[config.mk]
export PLATFORM = sky130hd
export DESIGN_NAME = pci_config_id_and_cmd_status
export DESIGN_NICKNAME = d
export VERILOG_FILES = /design/src/rtl/cfg_hdr_pkg.sv /design/src/rtl/pci_config_id_and_cmd_status.sv
export SDC_FILE = /design/constraint.sdc
export NUM_CORES = 1
export LEC_CHECK = 0
export ABC_AREA = 1
export BUFFER_PORTS_ARGS = -buffer_cell sky130_fd_sc_hd__buf_2
export CAP_MARGIN = 20
export CORE_MARGIN = 2
export CORE_UTILIZATION = 45
export CTS_BUF_LIST = sky130_fd_sc_hd__clkbuf_8
export DETAILED_ROUTE_END_ITERATION = 10
export PLACE_DENSITY = 0.75
export RECOVER_POWER = 25
export SLEW_MARGIN = 25
export SYNTH_ARGS = -nofsm -noshare
export SYNTH_HDL_FRONTEND = slang
export SYNTH_SLANG_ARGS = --single-unit
[constraint.sdc]
create_clock -name clk_i -period 1.56 [get_ports clk_i]
set_input_delay 0.312 -clock clk_i [delete_from_list [all_inputs] [get_ports clk_i]]
set_output_delay 0.312 -clock clk_i [all_outputs]
set_load 0.005 [all_outputs]
[src/rtl/cfg_hdr_pkg.sv]
/*
  Constants and carrier types for the identification and command/status
  configuration words. Assumes a single clock and synchronous resets.
*/
// Summary of operation
// - Parity errors from master or target set flag
// - SERR assertion on address parity sets flag
// - Own transaction master-aborted sets flag
// - Own transaction target-aborted sets flag
// - Target terminating with target-abort sets flag
// - Device select timing reads constant 01
// - PERR seen as master sets flag if enabled
// - Target back-to-back capable reads constant 1
// - High speed capable reads constant 0
// - Capability list bit reads 1, pointer offset reads 0
// - Master back-to-back enable reads constant 0
// - System error enable read/write, gates SERR
// - Wait cycle control reads constant 0
// - Parity response read/write, gates PERR reporting
// - Parity generation never gated by parity response
// - Palette snoop reads constant 0
// - Identifiers loaded by global reset or local write only
// - Bus master enable read/write, preset option
// - Memory space enable gates memory claims
// - I/O space enable gates I/O claims
// - Every error flag can raise interrupt request
package cfg_hdr_pkg;
  localparam logic [7:0]  ID_OFFSET            = 8'h00;
  localparam logic [7:0]  CMD_STATUS_OFFSET    = 8'h04;
  localparam logic [7:0]  CAP_POINTER_OFFSET   = 8'h34;
  // Default identity values are arbitrary
  localparam logic [15:0] DEVICE_ID_RESET      = 16'h0001;
  localparam logic [15:0] VENDOR_ID_RESET      = 16'h0001;
  localparam int          BIT_DETECTED_PARITY  = 31;
  localparam int          BIT_SIGNALLED_SERR   = 30;
  localparam int          BIT_RECEIVED_MABORT  = 29;
  localparam int          BIT_RECEIVED_TABORT  = 28;
  localparam int          BIT_SIGNALLED_TABORT = 27;
  localparam int          BIT_DEVICE_SELECT_TIMING_LSB       = 25;
  localparam int          BIT_MASTER_PARITY    = 24;
  localparam int          BIT_TARGET_B2B       = 23;
  localparam int          BIT_HIGH_SPEED       = 21;
  localparam int          BIT_CAP_LIST         = 20;
  localparam int          BIT_MASTER_B2B       = 9;
  localparam int          BIT_SERR_ENABLE      = 8;
  localparam int          BIT_WAIT_CONTROL     = 7;
  localparam int          BIT_PARITY_RESPONSE  = 6;
  localparam int          BIT_PALETTE_SNOOP    = 5;
  localparam int          BIT_WRITE_INVALIDATE = 4;
  localparam int          BIT_SPECIAL_CYCLES   = 3;
  localparam int          BIT_BUS_MASTER       = 2;
  localparam int          BIT_MEMORY_SPACE     = 1;
  localparam int          BIT_IO_SPACE         = 0;
  localparam logic [1:0]  DEVICE_SELECT_TIMING_MEDIUM        = 2'h1;
  localparam logic [31:0] W1C_MASK             = 32'hf9000000;
  localparam logic [31:0] RW_MASK              = 32'h00000147;

  typedef struct packed {
    logic master_data_parity;
    logic target_parity;
    logic target_addr_parity;
    logic master_abort;
    logic target_abort_recv;
    logic target_abort_sent;
    logic perr_by_master;
    logic perr_by_target;
  } bus_events_t;
endpackage

[src/rtl/pci_config_id_and_cmd_status.sv]
/*
  Identification word and command/status word of the configuration header.
  Assumes configuration cycles arrive decoded as one-cycle strobes, bus event
  pulses come from the master and target logic, all on clk_i.
*/
module pci_config_id_and_cmd_status
  import cfg_hdr_pkg::*;
(
  input  wire logic        clk_i,
  input  wire logic        reset_i,
  input  wire logic        pci_reset_i,
  input  wire logic        bus_master_preset_i,
  input  wire logic        cfg_write_i,
  input  wire logic        cfg_read_i,
  input  wire logic [7:0]  cfg_offset_i,
  input  wire logic [3:0]  cfg_byte_en_i,
  input  wire logic [31:0] cfg_wdata_i,
  input  wire logic        local_id_write_i,
  input  wire logic [31:0] local_id_data_i,
  input  wire bus_events_t events_i,
  input  wire logic        parity_in_i,
  output logic [31:0]      cfg_rdata_o,
  output logic             cfg_ack_o,
  output logic             serr_drive_o,
  output logic             perr_drive_o,
  output logic             parity_out_o,
  output logic             master_allowed_o,
  output logic             memory_claim_en_o,
  output logic             io_claim_en_o,
  output logic             error_irq_o
);
  logic [31:0] identification_word;
  logic [5:0]  flags;
  logic        system_error_enable;
  logic        parity_error_response;
  logic        bus_master_enable;
  logic        memory_space_enable;
  logic        io_space_enable;
  logic [31:0] byte_mask;
  logic [31:0] status_word;
  logic [31:0] w1c_bits;
  logic        serr_event;
  logic        perr_event;
  logic [5:0]  set_bits;

  assign byte_mask = {{8{cfg_byte_en_i[3]}}, {8{cfg_byte_en_i[2]}},
                      {8{cfg_byte_en_i[1]}}, {8{cfg_byte_en_i[0]}}};
  assign w1c_bits = (cfg_write_i && cfg_offset_i == CMD_STATUS_OFFSET)
                  ? (cfg_wdata_i & byte_mask & W1C_MASK) : 32'h0;
  assign serr_event = events_i.target_addr_parity && system_error_enable
                    && parity_error_response;
  assign perr_event = parity_error_response
                    && (events_i.master_data_parity || events_i.target_parity);

  // Flags: detected parity, serr, master abort, target abort rx/tx, master data parity
  assign set_bits[5] = events_i.master_data_parity || events_i.target_parity
                     || events_i.target_addr_parity;
  assign set_bits[4] = serr_event;
  assign set_bits[3] = events_i.master_abort;
  assign set_bits[2] = events_i.target_abort_recv;
  assign set_bits[1] = events_i.target_abort_sent;
  assign set_bits[0] = parity_error_response
                     && (events_i.perr_by_master || events_i.perr_by_target);

  // Hardware set beats a simultaneous write-one clear
  always_ff @(posedge clk_i)
  begin
    if (pci_reset_i)
      flags <= 6'h00;
    else
      flags <= (flags & ~{w1c_bits[31:27], w1c_bits[24]}) | set_bits;
  end

  always_ff @(posedge clk_i)
  begin
    if (pci_reset_i)
    begin
      system_error_enable   <= 1'b0;
      parity_error_response <= 1'b0;
      memory_space_enable   <= 1'b0;
      io_space_enable       <= 1'b0;
    end
    else if (cfg_write_i && cfg_offset_i == CMD_STATUS_OFFSET)
    begin
      if (cfg_byte_en_i[1])
        system_error_enable <= cfg_wdata_i[BIT_SERR_ENABLE];
      if (cfg_byte_en_i[0])
      begin
        parity_error_response <= cfg_wdata_i[BIT_PARITY_RESPONSE];
        memory_space_enable   <= cfg_wdata_i[BIT_MEMORY_SPACE];
        io_space_enable       <= cfg_wdata_i[BIT_IO_SPACE];
      end
    end
  end

  // Preset option sampled while the bus reset is held
  always_ff @(posedge clk_i)
  begin
    if (pci_reset_i)
      bus_master_enable <= bus_master_preset_i;
    else if (cfg_write_i && cfg_offset_i == CMD_STATUS_OFFSET && cfg_byte_en_i[0])
      bus_master_enable <= cfg_wdata_i[BIT_BUS_MASTER];
  end

  // Configuration writes to the identity are ignored
  always_ff @(posedge clk_i)
  begin
    if (reset_i)
      identification_word <= {DEVICE_ID_RESET, VENDOR_ID_RESET};
    else if (local_id_write_i)
      identification_word <= local_id_data_i;
  end

  always_comb
  begin
    status_word = 32'h0;
    status_word[BIT_DETECTED_PARITY]  = flags[5];
    status_word[BIT_SIGNALLED_SERR]   = flags[4];
    status_word[BIT_RECEIVED_MABORT]  = flags[3];
    status_word[BIT_RECEIVED_TABORT]  = flags[2];
    status_word[BIT_SIGNALLED_TABORT] = flags[1];
    status_word[BIT_DEVICE_SELECT_TIMING_LSB+:2]    = DEVICE_SELECT_TIMING_MEDIUM;
    status_word[BIT_MASTER_PARITY]    = flags[0];
    status_word[BIT_TARGET_B2B]       = 1'b1;
    status_word[BIT_HIGH_SPEED]       = 1'b0;
    status_word[BIT_CAP_LIST]         = 1'b1;
    status_word[BIT_MASTER_B2B]       = 1'b0;
    status_word[BIT_SERR_ENABLE]      = system_error_enable;
    status_word[BIT_WAIT_CONTROL]     = 1'b0;
    status_word[BIT_PARITY_RESPONSE]  = parity_error_response;
    status_word[BIT_PALETTE_SNOOP]    = 1'b0;
    status_word[BIT_WRITE_INVALIDATE] = 1'b0;
    status_word[BIT_SPECIAL_CYCLES]   = 1'b0;
    status_word[BIT_BUS_MASTER]       = bus_master_enable;
    status_word[BIT_MEMORY_SPACE]     = memory_space_enable;
    status_word[BIT_IO_SPACE]         = io_space_enable;
  end

  always_ff @(posedge clk_i)
  begin
    if (pci_reset_i)
    begin
      cfg_rdata_o <= 32'h0;
      cfg_ack_o   <= 1'b0;
    end
    else
    begin
      cfg_ack_o <= cfg_read_i || cfg_write_i;
      if (cfg_read_i && cfg_offset_i == ID_OFFSET)
        cfg_rdata_o <= identification_word;
      else if (cfg_read_i && cfg_offset_i == CMD_STATUS_OFFSET)
        cfg_rdata_o <= status_word;
      else
        cfg_rdata_o <= 32'h0;
    end
  end

  always_ff @(posedge clk_i)
  begin
    if (pci_reset_i)
    begin
      serr_drive_o      <= 1'b0;
      perr_drive_o      <= 1'b0;
      master_allowed_o  <= 1'b0;
      memory_claim_en_o <= 1'b0;
      io_claim_en_o     <= 1'b0;
      error_irq_o       <= 1'b0;
    end
    else
    begin
      serr_drive_o      <= serr_event;
      perr_drive_o      <= perr_event;
      master_allowed_o  <= bus_master_enable;
      memory_claim_en_o <= memory_space_enable;
      io_claim_en_o     <= io_space_enable;
      error_irq_o       <= |flags;
    end
  end

  // Parity is generated with no reference to the response enable
  always_ff @(posedge clk_i)
  begin
    if (reset_i)
      parity_out_o <= 1'b0;
    else
      parity_out_o <= parity_in_i;
  end
endmodule

==> reports/results.ini <==
[synthesis]
syn_area_mm2=0.00293
ys_seq_area_share_pct=57.0
synth_top_area_cell=dfxtp_1
synth_area_leaders=dfxtp_1 56%, nor2_1 6.5%, nand2_1 6.3%
synth_top_cells_by_count=82 x dfxtp_1, 51 x nor2_1, 49 x nand2_1
ys_warn_count=0
avgSynthCellArea_um2=8.48
synthDistinctLibCells=23
synthCells=346
synth_flop_cell=dfxtp_1
synth-edff-count=1
synth-seq-cells=83
async_reset_ff_share_pct=0
netlist.area_leader.share_pct=56.0
synth_most_common_cell=dfxtp_1
synth_nets=438

[global_routing]
antenna_found_initial=0
grt_overflow_total=0
grt_pass1_wl_um=10800
grt_usage_pct=18.7
grt_max_degree=44
grt_pass1_vias=2455

[final_layout]
largestRegisters=cfg_rdata_o (32), identification_word (32), flags (6)
antenna_cells=0
drive_gt1_share_pct=31.8
syn_to_final_growth_pct=28.8
final_nets=552
finalNonFillerCells=542

[clocking]
cts_tree=done
cts_setup_buffers=0
holdBufCountCts=0
cts-root-buf=clkbuf_8
insertion_delay_ns=0.33
clock_tree.buffer_depth=2
cts_buffers=9
cts_resized=0
cts.sinks=83
h-tree-depth=3
path_clk_slew_ns=0.08

[sta]
maxSlewHeadroom_pct=73.0
tns_ns=0
hold_viol=0
rsz0062_at_grt=no
slew_violations=0
whs_ns=0.163
setup_violations=0
finClkSkew_ns=0.00725
fmax_ghz=0.877
worstMarginPinSlew_ns=0.405
fin_crit_sh_pct=73.1
fin_crit_ns=1.14

[route]
dr_total_vias=2517
drc=0
drt_iter0_markers=75
via_per_inst=4.64
wire_per_inst_um=11.4
drt_pre_antenna_iters=4
ant_nets=0
drt-total-wl_um=6170

[min_path]
hp-start=reset_i
hp-class=in2reg

[floorplanning]
core-area_mm2=0.00631
die_y_um=84.7
die_area_mm2=0.00718
ios=132
rows=29
initial_core_util_pct=46.5
dieWidth_um=84.7

[placed_design]
dp_hpwl_um=4480
gp_congestion=0.791
placed_cells=526
place.port_buffers=109

[pwr]
power.leakage_nw=1.93
ir_drop_uv=601
pwr_density_cell_mw_per_mm2=1100

[worst_setup_path]
worstPathArrival_ns=1.19
crit_type=in2reg
startpoint=cfg_offset_i[5]
critPathCaptureType=flop
crit_required_ns=1.61
crit_path_start_kind=input port
r2r_start=flags[2]
crit_fanout=7

[job]
drv_cap=0

[status]
outcome=finished clean

area by class of cell:
cell class	count	area, µm²
clock buffers	9	124
clock inverters	7	93.8
fillers	604	2540
inverters	42	158
multi-input cells	206	1010
flip-flops and latches	83	1670
well taps	77	96.3
repair buffers	118	621
worst max-delay path, cell delays in order:
cell and delay [ns]:
buf_2 0.09, nor2_1 0.10, nand2_1 0.10, nor2_1 0.21
nand3_1 0.24, nand2_1 0.13
kinds of logic (layout without fill, tap and decap cells):
family / Yosys count / in the layout / share of synthesized area, %
AO/OA/AOI/OAI: 56 / 56 / 9.64
flip-flops: 83 / 83 / 57.0
AND/OR/NAND/NOR: 150 / 150 / 25.3
buffers and inverters: 57 / 176 / 8.06
per-layer routing:
metal / up-vias / GRT usage, % / wire length, µm
met2: 88 / 30.0 / 2890
met4: 0 / 9.67 / 150
li1: 1320 / - / -
met5: - / 0 / 0
met3: 15 / 4.23 / 385
met1: 1094 / 23.5 / 2740
report_power, final:
| part | internal, W | switching (W) |
|---|---|---|
| clock network | 0.000899 | 0.000753 |
| registers | 0.00220 | 0.0000280 |
| logic | 0.000126 | 0.000159 |
| total | 0.00322 | 0.000940 |
cells in the final DEF, fill, tap and decap left out, drive strengths merged, types with 2 or more instances in the layout:
cell	count
nor2	65
a21oi	23
clkbuf	11
nor4	2
inv	43
o21ai	32
buf	116
bufinv	2
nand2	50
clkinv	3
nand4	2
nand3	29
dfxtp	82
through the flow:
step	setup slack [ns]	util, %	power (W)	instance area [µm²]
finish	0.420	59.8	0.00416	3780
global route	0.273	59.8	0.00436	3780
CTS	0.459	60.1	0.00421	3790
detailed placement	0.116	56.6	0.00256	3580
global placement	0.164	56.6	0.00255	3580
floorplan	0.360	-	0.00242	2930
worst paths after layout:
kind / depth (start not counted) / end / slack, ns
max: 6 / bus_master_enable / 0.42
min: 2 / parity_out_o / 0.16
max reg2reg: 4 / error_irq_o / 0.60
min reg2reg: 2 / cfg_rdata_o[4] / 0.44
No activity file was read; power rests on OpenSTA's default activity.
